[src/sbi_regs.svh]
`ifndef SBI_REGS_SVH
`define SBI_REGS_SVH

// ****************************************************************
// Register byte offsets on the Wishbone slave.
// ****************************************************************
`define SBI_OFS_CTRL 5'h00
`define SBI_OFS_BYTECNT 5'h04
`define SBI_OFS_DATA 5'h08
`define SBI_OFS_STATUS 5'h0c
`define SBI_OFS_COUNT 5'h10

// ****************************************************************
// Field positions.
// ****************************************************************
`define SBI_CTRL_COMM 0
`define SBI_CTRL_MREQ 1
`define SBI_CTRL_SRX 2
`define SBI_CTRL_STX 4
`define SBI_ST_ERR 0
`define SBI_ST_START 1
`define SBI_ST_STATUS 2
`define SBI_ST_ENDTRANS 3
`define SBI_ST_ENDFRAME 4
`define SBI_NUM_FLAGS 5
`define SBI_ST_TXEMPTY 8
`define SBI_ST_RXFULL 9
`define SBI_ST_ESRC_LSB 16

// ****************************************************************
// Reset and preset values.
// ****************************************************************
`define SBI_CTRL_RST 8'h00
`define SBI_BYTECNT_RST 8'h01
`define SBI_FRAME_PRESET 9'h020
`define SBI_CNT_ZERO 9'h000
`define SBI_CNT_ONE 9'h001

`endif

[src/sbi_pkg.sv]
package sbi_pkg;

  // Field of the frame that the protocol engine is working on.
  typedef enum logic [4:0] {
    FLD_IDLE = 5'b00001,
    FLD_ADDR = 5'b00010,
    FLD_CTRL = 5'b00100,
    FLD_LEN = 5'b01000,
    FLD_DATA = 5'b10000
  } field_t;

  typedef enum logic [2:0] {
    CS_IDLE = 3'b001,
    CS_ACTIVE = 3'b010,
    CS_HALT = 3'b100
  } comm_state_t;

  typedef struct packed {
    logic cyc;
    logic stb;
    logic we;
    logic [4:0] adr;
    logic [3:0] sel;
    logic [31:0] dat;
  } wb_req_t;

  typedef struct packed {
    logic ack;
    logic [31:0] dat;
  } wb_rsp_t;

  // Event strobes, one cycle each, and held qualifiers from the bit-level protocol engine.
  typedef struct packed {
    logic frameStart;
    logic broadcast;
    logic isMaster;
    logic isTransmitter;
    logic lostContention;
    logic addrFieldDone;
    logic addressedSlave;
    logic ctrlFieldDone;
    logic statusRequest;
    logic timingErr;
    logic parityErr;
    logic ackSlot;
    logic ackNack;
    logic shiftLoaded;
    logic rxByteDone;
    logic nextSlot;
    logic [7:0] rxByte;
    field_t field;
  } eng_evt_t;

  // Controls handed to the protocol engine.
  typedef struct packed {
    logic commEnable;
    logic masterReq;
    logic slaveRxEnable;
    logic slaveTxEnable;
    logic abort;
    logic retransmit;
    logic rxNack;
    logic [7:0] txByte;
  } eng_ctl_t;

endpackage

[src/sbi_irq_ctrl.sv]
`timescale 1ns/100ps
`default_nettype none
`include "sbi_regs.svh"

// Function
// - Requests split into a vector event interrupt and a data interrupt.
// - Error request ORs timing, parity, NACK, underrun and overrun errors.
// - Receive parity error counts outside data, or anywhere when broadcast.
// - Data-field underrun on transmit and overrun on broadcast receive raise errors.
// - Master raises start in address field, always on lost contention.
// - Slave raises start in address field only when addressed.
// - Slave status request raised regardless of slave transmit enable.
// - End of communication flagged when success counter reaches zero.
// - End of frame flagged when frame byte counter reaches zero.
// - Transmit write request after byte moves into shift register.
// - Receive read request only after error-free data byte.
// - Data-field NACK on transmit retransmits same byte, no data interrupt.
// - Next byte must be written before next slot, else underrun abort.
// - Frame counter preset to 20H, decremented every data acknowledge slot.
// - Success counter loads byte count, decrements on ACK only.
module sbi_irq_ctrl (
  // Clock and reset
  input wire logic clk,
  input wire logic nrst,
  // Wishbone slave
  input wire sbi_pkg::wb_req_t wbReq,
  output sbi_pkg::wb_rsp_t wbRsp,
  // Protocol engine
  input wire sbi_pkg::eng_evt_t evt,
  output sbi_pkg::eng_ctl_t engCtl,
  // Interrupts
  output logic data_transfer_irq,
  output logic bus_event_irq
);

  // ****************************************************************
  // Wishbone slave.
  // ****************************************************************
  logic ack_r;
  logic [31:0] rdData_r;
  logic access;
  logic wrAccess;
  logic rdAccess;
  logic lane0;
  logic selCtrl;
  logic selByteCnt;
  logic selData;
  logic selStatus;
  logic selCount;
  logic wrCtrl;
  logic wrByteCnt;
  logic wrData;
  logic wrStatus;
  logic rdData;
  logic [31:0] readMux;

  assign access = wbReq.cyc && wbReq.stb && !ack_r;
  assign wrAccess = access && wbReq.we;
  assign rdAccess = access && !wbReq.we;
  assign lane0 = wbReq.sel[0];
  assign selCtrl = wbReq.adr == `SBI_OFS_CTRL;
  assign selByteCnt = wbReq.adr == `SBI_OFS_BYTECNT;
  assign selData = wbReq.adr == `SBI_OFS_DATA;
  assign selStatus = wbReq.adr == `SBI_OFS_STATUS;
  assign selCount = wbReq.adr == `SBI_OFS_COUNT;
  assign wrCtrl = wrAccess && lane0 && selCtrl;
  assign wrByteCnt = wrAccess && lane0 && selByteCnt;
  assign wrData = wrAccess && lane0 && selData;
  assign wrStatus = wrAccess && lane0 && selStatus;
  assign rdData = rdAccess && selData;

  // ****************************************************************
  // Software-visible control registers.
  // ****************************************************************
  logic [7:0] ctrl_r;
  logic [7:0] byteCnt_r;
  logic [7:0] dataBuffer_r;
  logic [7:0] rxBuffer_r;
  logic txFull_r;
  logic rxFull_r;
  logic retry_r;
  logic overrun_r;
  logic flagReset;

  // Arming a new request starts from clean end flags.
  assign flagReset = wrCtrl && (wbReq.dat[`SBI_CTRL_MREQ] ||
                     wbReq.dat[`SBI_CTRL_STX] || wbReq.dat[`SBI_CTRL_SRX]);

  // ****************************************************************
  // Communication state.
  // ****************************************************************
  sbi_pkg::comm_state_t state_r;
  sbi_pkg::comm_state_t state_nxt;
  logic active;
  logic inData;
  logic txData;
  logic rxData;

  assign active = state_r == sbi_pkg::CS_ACTIVE;
  assign inData = evt.field == sbi_pkg::FLD_DATA;
  assign txData = active && inData && evt.isTransmitter;
  assign rxData = active && inData && !evt.isTransmitter;

  // ****************************************************************
  // Error sources.
  // ****************************************************************
  logic errTiming;
  logic errParity;
  logic errNack;
  logic errUnderrun;
  logic errOverrun;
  logic anyErr;

  assign errTiming = active && evt.timingErr;
  assign errParity = active && evt.parityErr && !evt.isTransmitter &&
                     (evt.broadcast || !inData);
  assign errNack = active && evt.ackSlot && evt.ackNack &&
                   evt.isTransmitter && !inData;
  // A slot that is a retransmission reuses the shift register.
  assign errUnderrun = txData && evt.nextSlot && !txFull_r &&
                       !retry_r;
  // Individual reception answers a late read with NACK instead.
  assign errOverrun = rxData && evt.rxByteDone && rxFull_r &&
                      evt.broadcast;
  assign anyErr = errTiming || errParity || errNack || errUnderrun ||
                  errOverrun;

  always_comb begin
    state_nxt = state_r;
    case (state_r)
      sbi_pkg::CS_IDLE: begin
        if (evt.frameStart && ctrl_r[`SBI_CTRL_COMM]) begin
          state_nxt = sbi_pkg::CS_ACTIVE;
        end
      end
      sbi_pkg::CS_ACTIVE: begin
        if (anyErr) begin
          state_nxt = sbi_pkg::CS_HALT;
        end else if (evt.frameStart && !ctrl_r[`SBI_CTRL_COMM]) begin
          state_nxt = sbi_pkg::CS_IDLE;
        end
      end
      sbi_pkg::CS_HALT: begin
        // Only the next frame may wake the unit again.
        if (evt.frameStart) begin
          state_nxt = ctrl_r[`SBI_CTRL_COMM] ? sbi_pkg::CS_ACTIVE :
                      sbi_pkg::CS_IDLE;
        end
      end
      default: begin
        state_nxt = sbi_pkg::CS_IDLE;
      end
    endcase
  end

  // ****************************************************************
  // Byte counters.
  // ****************************************************************
  logic dataAck;
  logic dataGoodAck;
  logic [8:0] successCnt;
  logic [8:0] frameCnt;
  logic successZero;
  logic frameZero;
  logic [8:0] successPreset;

  assign dataAck = active && inData && evt.ackSlot;
  assign dataGoodAck = dataAck && !evt.ackNack;
  // A count of zero stands for 256 bytes in the 9-bit counter.
  assign successPreset = {byteCnt_r == 8'h00, byteCnt_r};

  sbi_down_counter successCounter (
    .clk(clk),
    .nrst(nrst),
    .load(evt.frameStart),
    .loadValue(successPreset),
    .dec(dataGoodAck),
    .count(successCnt),
    .hitZero(successZero)
  );

  sbi_down_counter frameCounter (
    .clk(clk),
    .nrst(nrst),
    .load(evt.frameStart),
    .loadValue(`SBI_FRAME_PRESET),
    .dec(dataAck),
    .count(frameCnt),
    .hitZero(frameZero)
  );

  // ****************************************************************
  // Event and data interrupt sources.
  // ****************************************************************
  logic evStart;
  logic evStatus;
  logic evEndTrans;
  logic evEndFrame;
  logic txIrq;
  logic rxIrq;
  logic rxStore;
  logic nackRetry;
  logic [`SBI_NUM_FLAGS-1:0] flagSet;

  assign evStart = active && ((evt.addrFieldDone &&
                   (evt.isMaster || evt.addressedSlave)) ||
                   (evt.isMaster && evt.lostContention));
  // The engine ignores the request when slave transmit is disabled.
  assign evStatus = active && evt.ctrlFieldDone && !evt.isMaster &&
                    evt.addressedSlave && evt.statusRequest;
  assign evEndTrans = successZero && !anyErr;
  assign evEndFrame = frameZero && !anyErr;
  assign nackRetry = txData && evt.ackSlot && evt.ackNack;
  assign txIrq = txData && evt.shiftLoaded && !retry_r;
  assign rxStore = rxData && evt.rxByteDone && !evt.parityErr &&
                   !rxFull_r && !anyErr;
  assign rxIrq = rxStore;
  assign flagSet = {evEndFrame, evEndTrans, evStatus, evStart, anyErr};

  // ****************************************************************
  // Sticky status flags, write one to clear, set wins.
  // ****************************************************************
  logic [`SBI_NUM_FLAGS-1:0] flag_r;
  logic [4:0] errSrc_r;

  genvar gi;
  generate
    for (gi = 0; gi < `SBI_NUM_FLAGS; gi = gi + 1) begin : g_flag
      logic clr;
      assign clr = (wrStatus && wbReq.dat[gi]) ||
                   (flagReset && gi >= `SBI_ST_ENDTRANS);
      always_ff @(posedge clk or negedge nrst) begin
        if (!nrst) begin
          flag_r[gi] <= 1'b0;
        end else if (flagSet[gi]) begin
          flag_r[gi] <= 1'b1;
        end else if (clr) begin
          flag_r[gi] <= 1'b0;
        end
      end
    end
  endgenerate

  always_ff @(posedge clk or negedge nrst) begin
    if (!nrst) begin
      errSrc_r <= 5'h00;
    end else if (anyErr) begin
      errSrc_r <= {errOverrun, errUnderrun, errNack, errParity, errTiming};
    end
  end

  // ****************************************************************
  // Register and buffer updates.
  // ****************************************************************
  always_ff @(posedge clk or negedge nrst) begin
    if (!nrst) begin
      ctrl_r <= `SBI_CTRL_RST;
      byteCnt_r <= `SBI_BYTECNT_RST;
    end else begin
      if (wrCtrl) begin
        ctrl_r <= wbReq.dat[7:0];
      end
      if (wrByteCnt) begin
        byteCnt_r <= wbReq.dat[7:0];
      end
    end
  end

  always_ff @(posedge clk or negedge nrst) begin
    if (!nrst) begin
      dataBuffer_r <= 8'h00;
      txFull_r <= 1'b0;
    end else begin
      if (wrData) begin
        dataBuffer_r <= wbReq.dat[7:0];
      end
      if (wrData) begin
        txFull_r <= 1'b1;
      end else if (txIrq) begin
        txFull_r <= 1'b0;
      end
    end
  end

  // The shift register keeps the byte, so a retry must not ask again.
  always_ff @(posedge clk or negedge nrst) begin
    if (!nrst) begin
      retry_r <= 1'b0;
    end else if (nackRetry) begin
      retry_r <= 1'b1;
    end else if ((txData && evt.shiftLoaded) || !active) begin
      retry_r <= 1'b0;
    end
  end

  always_ff @(posedge clk or negedge nrst) begin
    if (!nrst) begin
      rxBuffer_r <= 8'h00;
      rxFull_r <= 1'b0;
    end else begin
      if (rxStore) begin
        rxBuffer_r <= evt.rxByte;
      end
      if (rxStore) begin
        rxFull_r <= 1'b1;
      end else if (rdData) begin
        rxFull_r <= 1'b0;
      end
    end
  end

  always_ff @(posedge clk or negedge nrst) begin
    if (!nrst) begin
      overrun_r <= 1'b0;
    end else if (errOverrun) begin
      overrun_r <= 1'b1;
    end else if (rdData) begin
      overrun_r <= 1'b0;
    end
  end

  always_ff @(posedge clk or negedge nrst) begin
    if (!nrst) begin
      state_r <= sbi_pkg::CS_IDLE;
    end else begin
      state_r <= state_nxt;
    end
  end

  // ****************************************************************
  // Interrupt pulses.
  // ****************************************************************
  logic dataIrq_r;
  logic busIrq_r;

  always_ff @(posedge clk or negedge nrst) begin
    if (!nrst) begin
      dataIrq_r <= 1'b0;
      busIrq_r <= 1'b0;
    end else begin
      dataIrq_r <= txIrq || rxIrq;
      busIrq_r <= |flagSet;
    end
  end

  assign data_transfer_irq = dataIrq_r;
  assign bus_event_irq = busIrq_r;

  // ****************************************************************
  // Engine controls.
  // ****************************************************************
  always_comb begin
    engCtl.commEnable = ctrl_r[`SBI_CTRL_COMM];
    engCtl.masterReq = ctrl_r[`SBI_CTRL_MREQ];
    engCtl.slaveRxEnable = ctrl_r[`SBI_CTRL_SRX];
    engCtl.slaveTxEnable = ctrl_r[`SBI_CTRL_STX];
    engCtl.abort = anyErr;
    engCtl.retransmit = nackRetry;
    engCtl.rxNack = rxFull_r;
    engCtl.txByte = dataBuffer_r;
  end

  // ****************************************************************
  // Read mux and bus answer.
  // ****************************************************************
  always_comb begin
    readMux = 32'h0000_0000;
    if (selCtrl) begin
      readMux[7:0] = ctrl_r;
    end else if (selByteCnt) begin
      readMux[7:0] = byteCnt_r;
    end else if (selData) begin
      readMux[7:0] = rxBuffer_r;
    end else if (selStatus) begin
      readMux[`SBI_NUM_FLAGS-1:0] = flag_r;
      readMux[`SBI_ST_TXEMPTY] = !txFull_r;
      readMux[`SBI_ST_RXFULL] = rxFull_r;
      readMux[10] = overrun_r;
      readMux[`SBI_ST_ESRC_LSB+4:`SBI_ST_ESRC_LSB] = errSrc_r;
    end else if (selCount) begin
      readMux[8:0] = successCnt;
      readMux[24:16] = frameCnt;
    end
  end

  // Unmapped words still answer, reading zero and ignoring writes.
  always_ff @(posedge clk or negedge nrst) begin
    if (!nrst) begin
      ack_r <= 1'b0;
      rdData_r <= 32'h0000_0000;
    end else begin
      ack_r <= access;
      if (rdAccess) begin
        rdData_r <= readMux;
      end
    end
  end

  assign wbRsp.ack = ack_r;
  assign wbRsp.dat = rdData_r;

endmodule
`default_nettype wire

[src/sbi_down_counter.sv]
`timescale 1ns/100ps
`default_nettype none
`include "sbi_regs.svh"

module sbi_down_counter (
  // Clock and reset
  input wire logic clk,
  input wire logic nrst,
  // Control
  input wire logic load,
  input wire logic [8:0] loadValue,
  input wire logic dec,
  // Result
  output logic [8:0] count,
  output logic hitZero
);

  logic [8:0] count_r;
  logic [8:0] count_nxt;
  logic canDec;

  // Holding at zero keeps a late slot from wrapping to 511.
  assign canDec = dec && (count_r != `SBI_CNT_ZERO);
  assign count_nxt = load ? loadValue :
                     canDec ? count_r - `SBI_CNT_ONE : count_r;
  assign hitZero = canDec && (count_r == `SBI_CNT_ONE);
  assign count = count_r;

  always_ff @(posedge clk or negedge nrst) begin
    if (!nrst) begin
      count_r <= `SBI_CNT_ZERO;
    end else begin
      count_r <= count_nxt;
    end
  end

endmodule
`default_nettype wire

[config.mk]
export PLATFORM = sky130hd
export DESIGN_NAME = sbi_irq_ctrl
export DESIGN_NICKNAME = d
export VERILOG_FILES = /design/src/sbi_pkg.sv /design/src/sbi_irq_ctrl.sv /design/src/sbi_down_counter.sv
export VERILOG_INCLUDE_DIRS = /design/src
export SDC_FILE = /design/constraint.sdc
export NUM_CORES = 1
export LEC_CHECK = 0
export BUFFER_PORTS_ARGS = -buffer_cell sky130_fd_sc_hd__buf_2
export CAP_MARGIN = 20
export CORE_AREA = 2 2 130 132
export CTS_CLUSTER_SIZE = 14
export DETAILED_ROUTE_END_ITERATION = 6
export DIE_AREA = 0 0 132 134
export GPL_ROUTABILITY_DRIVEN = 0
export PLACE_DENSITY = 0.58
export SETUP_SLACK_MARGIN = 0.5
export SLEW_MARGIN = 30
export SYNTH_ARGS = -nofsm -noshare
export SYNTH_HDL_FRONTEND = slang
export SYNTH_HIERARCHICAL = 1
export SYNTH_SLANG_ARGS = --single-unit
[constraint.sdc]
create_clock -name clk -period 2.7 [get_ports clk]
set_input_delay 0.135 -clock clk [delete_from_list [all_inputs] [get_ports clk]]
set_output_delay 0.135 -clock clk [all_outputs]
set_load 0.02 [all_outputs]
# Word level (Yosys, flattened, before mapping)

Index checks and enable logic that the tools add are counted.

Reductions and logical operators: 100
Add/subtract/negate cells: 2
Mux-type cells: 44
Equality and inequality tests: 13

Operators with widths:

| kind                  | count |
|---|---|
| $mux W9               | 9 |
| $logic_and A1 B1 Y1   | 57 |
| $mux W3               | 8 |
| $mux W8               | 3 |
| $reduce_bool A2 Y1    | 11 |
| $eq A9 B1 Y1 const B  | 2 |
| $mux W1               | 18 |
| $reduce_bool A9 Y1    | 2 |
| $sub A9 B1 Y9 const B | 2 |
| $logic_not A1 Y1      | 13 |
| $logic_or A1 B1 Y1    | 13 |
| $eq A5 B4 Y1 const B  | 2 |
| $eq A5 B5 Y1 const B  | 2 |
| $mux W5               | 2 |
| $pmux W3 S3           | 1 |
| $logic_not A8 Y1      | 1 |
| $eq A5 B3 Y1 const B  | 1 |
| $logic_not A5 Y1      | 1 |
| $reduce_or A5 Y1      | 1 |
| $mux W2               | 2 |
| $mux W4               | 1 |
| $ne A2 B2 Y1 const B  | 2 |
| $eq A3 B1 Y1 const B  | 1 |
| $eq A3 B2 Y1 const B  | 1 |
| 3 further kinds       | 3 |

Logic and storage cells: 180
Output and inout bits: 50
Bits in registers: 90
Input bits: 75

# Depth between registers and ports, before layout

Gate-level depths: netlist of run 1.

Word-level depth: 11
Mapped depth: 9
Mapped depth without buffers: 8

# By module

The synthesis of run 1 kept the hierarchy.

By module, submodules not included:

| module           | times used | cells an instance | area an instance (µm²) | sequential area each (µm²) |
|---|---|---|---|---|
| sbi_irq_ctrl     | 1          | 313               | 3574.7                 | 1804.2 |
| sbi_down_counter | 2          | 66                | 601.8                  | 225.2 |

# Worst setup path before layout of run 1

Ideal clock, no wire load.

Path type: reg2reg
Start: register state_r[2]
End: register successCounter.count_r[6], in the netlist successCounter/count[6]
Period minus slack after synthesis: 2.659 ns
Data required time: 2.575 ns
Path buffers: 1
Arrival time: 2.535 ns
Setup time: 0.125 ns
Path slack: 0.041 ns
Stages on the path, launching flop included: 10
Cells stage by stage: dfrtp_1 > or3b_2 > buf_6 > nor3_4 > and2_1 > nor2b_1 > nand2_1 > a2111oi_2 > xor2_1 > mux2_2

Word-level cells in the longest chain between the ends: 6

RTL lines:

| element                           | line                   | source |
|---|---|---|
| from (decl)                       | sbi_irq_ctrl.sv:92     | `sbi_pkg::comm_state_t state_r;` |
| from (signal assigned)            | sbi_irq_ctrl.sv:324    | `state_r <= sbi_pkg::CS_IDLE;` |
| from (signal assigned)            | sbi_irq_ctrl.sv:326    | `state_r <= state_nxt;` |
| $eq A3 B2 Y1                      | sbi_irq_ctrl.sv:99     | `assign active = state_r == sbi_pkg::CS_ACTIVE;` |
| $logic_and A1 B1 Y1 (2 in series) | sbi_irq_ctrl.sv:167    | `assign dataAck = active && inData && evt.ackSlot;` |
| net dataAck                       | sbi_irq_ctrl.sv:159    | `logic dataAck;` |
| $logic_and A1 B1 Y1               | sbi_irq_ctrl.sv:168    | `assign dataGoodAck = dataAck && !evt.ackNack;` |
| net dataGoodAck                   | sbi_irq_ctrl.sv:160    | `logic dataGoodAck;` |
| $logic_and A1 B1 Y1               | sbi_down_counter.sv:23 | `` assign canDec = dec && (count_r != `SBI_CNT_ZERO); `` |
| $reduce_bool A2 Y1 (no line)      | --                     |  |
| to (signal assigned)              | sbi_down_counter.sv:31 | `` count_r <= `SBI_CNT_ZERO; `` |
| to (signal assigned)              | sbi_down_counter.sv:33 | `count_r <= count_nxt;` |
| to (decl)                         | sbi_down_counter.sv:18 | `logic [8:0] count_r;` |

The timed path passes the listed nets, and every way through them passes these cells.
A chain may end at the register's enable or synchronous reset.

# Worst setup path after layout of run 1

Start: register state_r[0]
End: register successCounter.count_r[3], in the netlist successCounter/count[3]

The elaborated chain is that of the path after synthesis.

==> impl_results.md, run 1 <==
- PwrDens: 531.6 nW/um^2
- Final Max Slew Viols: 0
- Setup violators final: 0
- EDFF count, synth: 0
- R2R depth: 8
- Diode count: 0
- Tmin final: around 2200 ps
- Max Cap Viol: 0
- Unrepaired setup endpoints after global routing: yes
- Starting Density: between 20% and 30%
- Delay of the slowest cell on the worst path: 410 ps
- IO Port Bufs: 85
- Top Family by Delay on Critical Path: simple AND/OR/NAND/NOR gates
- Buf+Inv Stages, Crit Path: 0
- Setup_tns: 0 ps
- Final-layout fill cell count: 1,652
- Worst R2R Setup Slack: 490 ps
- Hold wc startpoint: evt[11]
- Crit path from: state_r[0]$_DFFE_PN1P_
- Area of the mapped netlist: 4778 um^2
- H-tree Lvls: 3
- Vias: ~3,700
- Crit. path cell count: 8
- Crit. End Element: register
- Yosys reg bits: 90
- Core area: between 15,000 and 20,000 um^2
- Die Wd: approximately 130 um
- Largest net degree at the start of global routing: 51
- Asr flop ratio synth: 100.0%
- Dpl hpwl: 9220 um
- Vias in the first global route: between 3,000 and 4,000
- Post-Route WL: 12,660 um
- Die height: 134 um
- GRT Residual Overflow: 0
- Syn. warnings: 6
- Row Count: 47
- Hold violation total from the final report: 0
- Clk_skew: approximately 9.6 ps
- Place WS: 261.3 ps
- Num CTS Buffers: 9
- Clock latency on the worst-skew pair: roughly 350 ps
- RR Startpoint: state_r[0]$_DFFE_PN1P_
- Fin cells: ~750
- Worst-margin pin slew: 956.5 ps
- Synth-to-layout area growth: 20.92%
- Peak supply drop: 0.3184 mV
- Tot GR Track Use: 14.60%
- Initial antenna violation count: 0
- Avg WL per Cell: 16.82 um
- Sequential fraction of the synthesis area: 47.19%
- Worst path slowest cell: or3b_4
- CTS tree: yes
- Clock tree buffer depth: 2
- Dpl cells: between 700 and 800
- Nets: 609
- I/O Pins: between 100 and 150
- Share of cells above drive strength 1: roughly 34%
- CP max FO: 5
- Worst Hold Class: in -> reg
- Worst path arrival time: 2490 ps
- Cell variety after synth: 65
- Total Die Area: 17,690 um^2
- CP required: 2970 ps
- Synthesized area per cell: 10.74 um^2
- CTS Sinks: 90
- Crit start category: register
- Vias per cell: between 4 and 5
- Worst relative slew slack: between 30% and 40%
- Clock transition at path regs: roughly 70 ps
- Synth Flop Type: dfrtp_1
- FMAX: 452.4 MHz
- Pwr Total: 3.071 mW
- Mapped Cells: between 400 and 500
- ANT nets after route: 0
- CP cell instances: or3b_4, nor3_4, and2_4, nor2b_4, nor3b_4, nand2b_1, or3_4, a21oi_2
- Setup WS post-layout: 489.3 ps
- WHS Path Cells: 2
- DRT iter0 DRCs: about 230
- Root Buffer: clkbuf_16
- First-pass GRT wire length: ~20,000 um
- Critical path class: reg -> reg
- Status: finished clean
- Period utilization: 81.88%
- Number of remaining DRC errors: 0
- Static Leak: roughly 2.7 nW
- Initial DRT Pass Iterations: 4
-- cell families after synthesis --
family / count (synthesis) / synth area share, %
AO/OA/AOI/OAI: 116 / 18.17
adder cells (fa/ha/maj): 6 / 1.571
flip-flops: 90 / 47.19
AND/OR/NAND/NOR: 126 / 15.50
XOR/XNOR: 9 / 1.650
buffers and inverters: 56 / 6.468
other: 2 / 0.1572
multiplexers: 40 / 9.296
-- area by class of cell --
| cell class | instances | area, um^2 | share of cell area, % |
|---|---|---|---|
| clock buffer | 11 | 232.7 | 4.028 |
| clock inverter | 5 | 63.81 | 1.104 |
| inverter | 10 | 37.54 | 0.6496 |
| multi-input combinational | 318 | 2366 | 40.95 |
| sequential | 90 | 2255 | 39.02 |
| tap | 220 | 275.3 | 4.764 |
| timing repair buffer | 99 | 548.0 | 9.485 |
-- layout by cell type (no fill, tap or decap), types with 3 or more instances in the layout --
cell type and count:
dfrtp_1 88, buf_2 84, mux2_2 35, nand2_1 25, conb_1 21, a21oi_1 19, nor2_1 17, a22o_1 17
buf_4 13, o21ai_0 11, inv_1 10, or3_1 10, nand3_1 9, o31ai_1 9, clkbuf_16 9, nand2b_1 8
nor3_1 8, a221oi_1 8, o21ai_1 7, a21o_1 7, xor2_1 7, nor2b_1 6, a22oi_1 6, ha_1 6
nor3_2 5, mux2i_1 5, nand3b_1 5, o31a_1 4, nor4_1 3, a31oi_1 3, or4_1 3, a21bo_2 3
o211ai_1 3
-- worst reg2reg max path: stages (launching register included) --
cell      delay (ps)
dfstp_2          390
or3b_4           410
nor3_4           140
and2_4           200
nor2b_4          220
nor3b_4          250
nand2b_1         100
or3_4            330
a21oi_2          110
-- sequential cells by signal, summed over array words and instances (netlist names), 3 cells and up --
signal / flops
errSrc_r: 5
flag_r: 5
rdData_r: 20
successCounter/count: 9
dataBuffer_r: 8
byteCnt_r: 8
frameCounter/count: 9
rxBuffer_r: 8
ctrl_r: 8
state_r: 3
-- power breakdown --
part | total, mW | internal (mW) | switching [mW]
combinational | 0.349 | 0.129 | 0.220
sequential | 1.45 | 1.40 | 0.0530
clock | 1.27 | 0.725 | 0.544
total | 3.07 | 2.25 | 0.817
-- metrics by stage --
| step | utilization, % | instance area [um^2] | hold slack, ps |
|---|---|---|---|
| after floorplan | - | 4888 | -160.6 |
| after global placement | 33.01 | 5378 | 159.8 |
| after detailed placement | 33.04 | 5383 | 166.7 |
| after CTS | 35.23 | 5738 | 12.63 |
| after global routing | 35.47 | 5778 | 20.64 |
| final | 35.47 | 5778 | 19.76 |
-- timing repair --
item                                    in CTS  in global routing
pin swaps                                    3                  3
resized for setup                            2                  8
setup buffers                                5                  2
endpoints found under the hold margin       39                  0
endpoints found under the setup margin      14                 14
hold buffers                                 1                  0
-- path summary, 6_finish.rpt --
path                                                       endpoint
worst max-delay path            successCounter/count[3]$_DFFE_PN0P_
worst min-delay path                      rxBuffer_r[6]$_DFFE_PN0P_
worst max register to register  successCounter/count[3]$_DFFE_PN0P_
worst min register to register                flag_r[1]$_DFFE_PN0P_
max in group asynchronous                    state_r[0]$_DFFE_PN1P_
min in group asynchronous                     ctrl_r[7]$_DFFE_PN0P_
-- synthesized netlist by cell type (6+ instances only) --
cell      instances  area, um^2
xor2_1            7       61.31
nand2b_1          8       50.05
clkbuf_1         17       63.81
or3_1            11       68.82
nor2_1           17       63.81
dfrtp_1          88        2202
a22oi_1           6       45.04
o31ai_1           9       67.56
buf_2             7       35.03
mux2_2           35       394.1
nand2_1          26       97.59
nor3_1           11       55.05
buf_4            20       150.1
a21o_1            7       52.55
a221oi_1          8       70.07
a21oi_1          20       100.1
ha_1              6       75.07
o21ai_0          13       65.06
nor2b_1           7       43.79
inv_1            10       37.54
nand3_1           9       45.04
a22o_1           17       148.9
-- metal layers --
layer  wire length [um]  GRT usage, %  up-vias  share of wire, %
met4                274         6.099        0               2.2
met2               6020         23.67       83                48
li1                   -             -     1778                 -
met5                  0             0        -                 0
met1               5932         19.25     1863                47
met3                437         2.683       19               3.5
Note: power is estimated with default switching activity, not from simulation.
==> run 2, diff against run 1 <==
--- a/config.mk
+++ b/config.mk
@@ -13,7 +13,7 @@
 export DETAILED_ROUTE_END_ITERATION = 6
 export DIE_AREA = 0 0 132 134
 export GPL_ROUTABILITY_DRIVEN = 0
-export PLACE_DENSITY = 0.58
+export PLACE_DENSITY = 0.57
 export SETUP_SLACK_MARGIN = 0.5
 export SLEW_MARGIN = 30
 export SYNTH_ARGS = -nofsm -noshare
==> constraint.sdc (replaced) <==
create_clock -name clk -period 2.3 [get_ports clk]
set_input_delay 0.115 -clock clk [delete_from_list [all_inputs] [get_ports clk]]
set_output_delay 0.115 -clock clk [all_outputs]
set_load 0.02 [all_outputs]
==> run 2 against run 1 <==
  * Clock-buffer cell count fell by 1
  * Combinational power grew 25%
  * Global-route usage increased by 0.29 points
  * Worst setup slack worse by 380 ps
  * Highest routed layer unchanged
  * Die area is the same
  * Sequential share of layout area fell by 3.0 points
  * Critical path depth increased by 1
  * Core utilization increased by 2.9 points
  * Routed wire length rose by 1.0%
  * Sequential power rose by 18%
  * Flip-flop and latch count is the same
==> impl_results.md, run 2 (synthesis gave the netlist of run 1 again) <==
- Delay of the slowest cell on the worst path: 400 ps
- CP max FO: 6
- Nets: 638
- Most frequent cells in the layout: 87 x dfrtp_1, 82 x buf_2, 34 x mux2_2
- Power share of the combinational group: 11.7%
- Die height: between 100 and 150 um
- Pwr Total: 3.739 mW
- Largest net degree at the start of global routing: 52
- Worst path slowest cell: or3b_4
- Setup violators final: 0
- End of the worst hold path: rxBuffer_r[4]$_DFFE_PN0P_
- Worst path arrival time: 2400 ps
- Status: finished clean
- Crit start category: register
- Synth-to-layout area growth: 30.95%
- Vias in the first global route: 3,845
- R2R depth: 9
- CP required: roughly 2500 ps
- Setup_tns: 0 ps
- Max Cap Viol: 0
- IO Port Bufs: 85
- Post-Route WL: between 10,000 and 15,000 um
- Seq pwr share: 45.8%
- Final Max Slew Viols: 0
- Clock tree buffer depth: 2
- P_sw: ~0.97 mW
- Largest register FFs: 20
- Share of cells above drive strength 1: 39.50%
- Clock Power Share: a little over two fifths
- R2R Path End: successCounter/count[8]$_DFFE_PN0P_
- Dpl hpwl: 9290 um
- Worst R2R Setup Slack: approximately 110 ps
- Initial antenna violation count: 0
- Reg with most FFs: rdData_r
- RR Startpoint: state_r[2]$_DFFE_PN0P_
- Crit. End Element: register
- Tmin final: 2189 ps
- Clock latency on the worst-skew pair: 340 ps
- Unrepaired setup endpoints after global routing: yes
- Initial DRT Pass Iterations: 5
- Die Wd: 132 um
- Peak supply drop: about 0.3 mV
- Starting Density: 29.33%
- Period utilization: 95.19%
- Hold WS: 8.299 ps
- Buf+Inv Stages, Crit Path: 1
- Hold wc startpoint: evt[9]
- Int Pwr: approximately 2.8 mW
- Vias per cell: approximately 4.9
- Clk_skew: 7.626 ps
- Diode count: 0
- Row Count: 47
- WHS Path Cells: 2
- Worst-margin pin slew: 605.8 ps
- Static Leak: 2.933 nW
- DRT iter0 DRCs: 211
- Core area: around 16,000 um^2
- Avg WL per Cell: around 16 um
- Clock transition at path regs: about 70 ps
- Worst Hold Class: in -> reg
- Critical path class: reg -> reg
- PwrDens: 597.5 nW/um^2
- First-pass GRT wire length: between 20,000 and 25,000 um
- Total Die Area: 17,690 um^2
- Sw Ratio: 25.98%
- Num CTS Buffers: 9
- CTS Sinks: 90
- CTS tree: yes
- FMAX: 456.7 MHz
- Most common cell after layout, fill and taps aside: dfrtp_1
- CP cell instances: or3b_4, nor3_4, and2_4, nor2b_4, buf_4, nand2_4, or3_1, mux2i_1, o21ai_1
- Hold violation total from the final report: 0
- ANT nets after route: 0
- Worst relative slew slack: about three fifths
- Number of remaining DRC errors: 0
- Top Family by Delay on Critical Path: simple AND/OR/NAND/NOR gates
- Vias: 3,868
- Root Buffer: clkbuf_16
- H-tree Lvls: 3
- Tot GR Track Use: roughly 15%
- GRT Residual Overflow: 0
- I/O Pins: 125
## run 2: power by group through the flow
stage	combinational (mW)	sequential, mW	clock, mW
final	0.437	1.71	1.59
after CTS	0.428	1.71	1.63
after floorplan	0.247	1.74	0
after global placement	0.396	1.73	0
after global routing	0.484	1.72	1.70
after detailed placement	0.405	1.74	0
## run 2: layout make-up
class	count	area, um^2
fill	1607	10030
tap	220	275.3
clock inverter	6	90.09
timing repair buffer	128	857.1
clock buffer	10	229.0
multi-input combinational	318	2512
inverter	10	37.54
sequential	90	2256
## run 2: per-stage QoR
step	setup slack, ps	cell area [um^2]	cells	util, %
floorplan	16.85	4898	464	-
detailed placement	49.53	5468	739	33.57
global placement	99.28	5463	739	33.54
finish	110.6	6257	782	38.41
global route	37.65	6257	782	38.41
CTS	189.5	6091	773	37.39
## run 2: worst max path at each step
stage | startpoint | endpoint | depth (start not counted)
after global routing | state_r[2]$_DFFE_PN0P_ | successCounter/count[8]$_DFFE_PN0P_ | 9
final | state_r[2]$_DFFE_PN0P_ | successCounter/count[8]$_DFFE_PN0P_ | 9
after detailed placement | evt[0] | successCounter/count[3]$_DFFE_PN0P_ | 9
after CTS | state_r[2]$_DFFE_PN0P_ | successCounter/count[7]$_DFFE_PN0P_ | 9
after floorplan | state_r[2]$_DFFE_PN0P_ | successCounter/count[3]$_DFFE_PN0P_ | 9
after global placement | evt[0] | successCounter/count[3]$_DFFE_PN0P_ | 9
## run 2: repair_timing
action                     4_1_cts  5_1_grt
gates resized for setup         33       24
gates cloned                     1        0
setup endpoints to repair       52       53
hold buffers                     4        0
pin swaps                       10       12
setup buffers                   13        9
hold endpoints to repair        42        0
## run 2: metal layers
metal	global-route usage (%)	vias to the layer above	part of all wire, %
met4	4.408	0	1.5
met5	0	-	0
met1	19.81	1953	45
li1	-	1834	-
met3	2.683	10	2.9
met2	24.83	71	50
## run 2: worst reg2reg max path: cells and delay by family, from the launching register on
kind                   cells  cell delay, ps
buffers and inverters      1             140
and+or+nand+nor            6            1300
DFF                        1             380
AOI/OAI and AO/OA          1              80
muxes                      1             160
==> run 3, diff against run 2 <==
==> constraint.sdc (replaced) <==
create_clock -name clk -period 2.3 [get_ports clk]
set_input_delay 0.345 -clock clk [delete_from_list [all_inputs] [get_ports clk]]
set_output_delay 0.345 -clock clk [all_outputs]
set_load 0.02 [all_outputs]
==> run 3 against run 2 <==
  * Clock power decreased by 13%
  * Critical path depth unchanged
  * Largest cell class unchanged
  * Worst hold slack improved by 220 ps
  * Sequential share of layout area decreased by 0.14 points
  * Flip-flop and latch count unchanged
  * Sequential power about the same
  * Clock skew increased by 1.5 ps
  * Worst setup slack got worse by 58 ps
  * Global-route usage about the same
  * Non-clock buffer count decreased by 2
  * Via count increased by 0.21%
  * First-iteration DRC count increased by 37%
==> impl_results.md, run 3 (synthesis gave the netlist of run 1 again) <==
- Status: finished clean
- Clock latency on the worst-skew pair: about 350 ps
- Vias per cell: just under 5
- DRT iter0 DRCs: 290
- Die height: about 130 um
- Period utilization: 97.72%
- Most frequent cells in the layout: 88 x dfrtp_1, 81 x buf_2, 27 x mux2_2
- Most common cell after layout, fill and taps aside: dfrtp_1
- ANT nets after route: 0
- PwrDens: 564.4 nW/um^2
- Worst Hold Class: in -> reg
- Max Cap Viol: 0
- Critical path class: reg -> reg
- Setup violators final: 0
- Total Die Area: 17,690 um^2
- Vias in the first global route: 3,929
- IO Port Bufs: 85
- Multi-input gate area: 2576 um^2
- Dpl cells: 749
- Peak supply drop: 0.3479 mV
- Largest net degree at the start of global routing: 59
- H-tree Lvls: 3
- Nets: 636
- Pwr Total: 3.543 mW
- CP max FO: 3
- Tmin final: ~2200 ps
- Setup_tns: 0 ps
- I/O Pins: 125
- Post-Route WL: around 13,000 um
- Synth-to-layout area growth: 31.40%
- Core area: 16,290 um^2
- Crit. End Element: register
- Share of cells above drive strength 1: 40.00%
- Area occupied by registers: 2255 um^2
- Clock transition at path regs: ~70 ps
- Tot GR Track Use: 14.85%
- CTS tree: yes
- Hold violation total from the final report: 0
- Worst relative slew slack: about half
- First-pass GRT wire length: 20,840 um
- Clock tree buffer depth: 2
- Avg WL per Cell: 16.87 um
- Largest register FFs: 20
- Initial antenna violation count: 0
- Diode count: 0
- Reg with most FFs: rdData_r
- Die Wd: 132 um
- Number of remaining DRC errors: 0
- Final Max Slew Viols: 0
- CP required: 2570 ps
- Unrepaired setup endpoints after global routing: yes
- Fin cells: 780
- Dpl hpwl: 9414 um
- Worst path arrival time: 2520 ps
- Hold WS: 229.1 ps
- Starting Density: 29.33%
- FMAX: about 440 MHz
- Crit start category: register
- Final-layout fill cell count: around 1,600
- Vias: 3,876
- Clk_skew: 9.174 ps
- Row Count: 47
- Root Buffer: clkbuf_16
- Initial DRT Pass Iterations: 4
- GRT Residual Overflow: 0
- Worst-margin pin slew: between 700 and 800 ps
- Num CTS Buffers: 9
- CTS Sinks: 90
- Static Leak: 2.946 nW
[run 3: worst paths after layout]
| path | from | depth (start not counted) | slack [ps] | to |
|---|---|---|---|---|
| worst max-delay path | state_r[2]$_DFFE_PN0P_ | 9 | 50 | frameCounter/count[3]$_DFFE_PN0P_ |
| worst min-delay path | evt[6] | 2 | 230 | rxBuffer_r[1]$_DFFE_PN0P_ |
| worst max register to register | state_r[2]$_DFFE_PN0P_ | 9 | 50 | frameCounter/count[3]$_DFFE_PN0P_ |
| worst min register to register | rdData_r[5]$_DFFE_PN0P_ | 2 | 480 | rdData_r[5]$_DFFE_PN0P_ |
| max in group asynchronous | nrst | 3 | 1100 | state_r[0]$_DFFE_PN1P_ |
| min in group asynchronous | nrst | 2 | 480 | dataBuffer_r[2]$_DFFE_PN0P_ |
[run 3: power by group]
part | internal, mW | switching (mW) | total (mW)
Sequential | 1.64 | 0.0683 | 1.71
Combinational | 0.165 | 0.276 | 0.442
Clock | 0.738 | 0.653 | 1.39
Total | 2.55 | 0.997 | 3.54
[run 3: layer usage]
metal | global-route usage (%) | vias to the layer above | share of wire [%]
met1 | 19.67 | 1934 | 46
met5 | 0 | - | 0
met2 | 24.42 | 90 | 49
met3 | 2.646 | 15 | 3.6
met4 | 5.374 | 0 | 1.9
li1 | - | 1837 | -
[run 3: worst max-delay path, stage by stage (launching register included)]
cell,delay (ps)
dfrtp_1,380
or3b_4,430
nor3_4,150
and2_4,170
buf_4,100
buf_6,110
nor3b_4,230
nand2b_1,100
or3_1,370
a21oi_1,140
[run 3: layout make-up]
class                           instances  area share [%]
Clock inverter                          6          0.6576
Tap cell                              220           4.384
Timing Repair Buffer                  126           13.77
Sequential cell                        90           35.91
Inverter                               10          0.5978
Multi-Input combinational cell        318           41.03
Clock buffer                           10           3.647
[run 3: timing repair]
action                                 4_1_cts  5_1_grt
pin swaps                                   11       10
buffers inserted                             8        5
gates cloned                                 0        1
hold buffers                                 1        0
endpoints found under the hold margin       31        0
gates resized for setup                     44       29
setup endpoints to repair                   48       51
[run 3: metrics by stage]
stage | util, % | worst slack [ps] | instance area [um^2]
floorplan | - | -61.87 | 4902
global placement | 33.98 | -85.12 | 5535
detailed placement | 34.01 | -139.2 | 5540
CTS | 37.17 | 56.80 | 6055
global route | 38.54 | -15.54 | 6279
finish | 38.54 | 52.41 | 6279
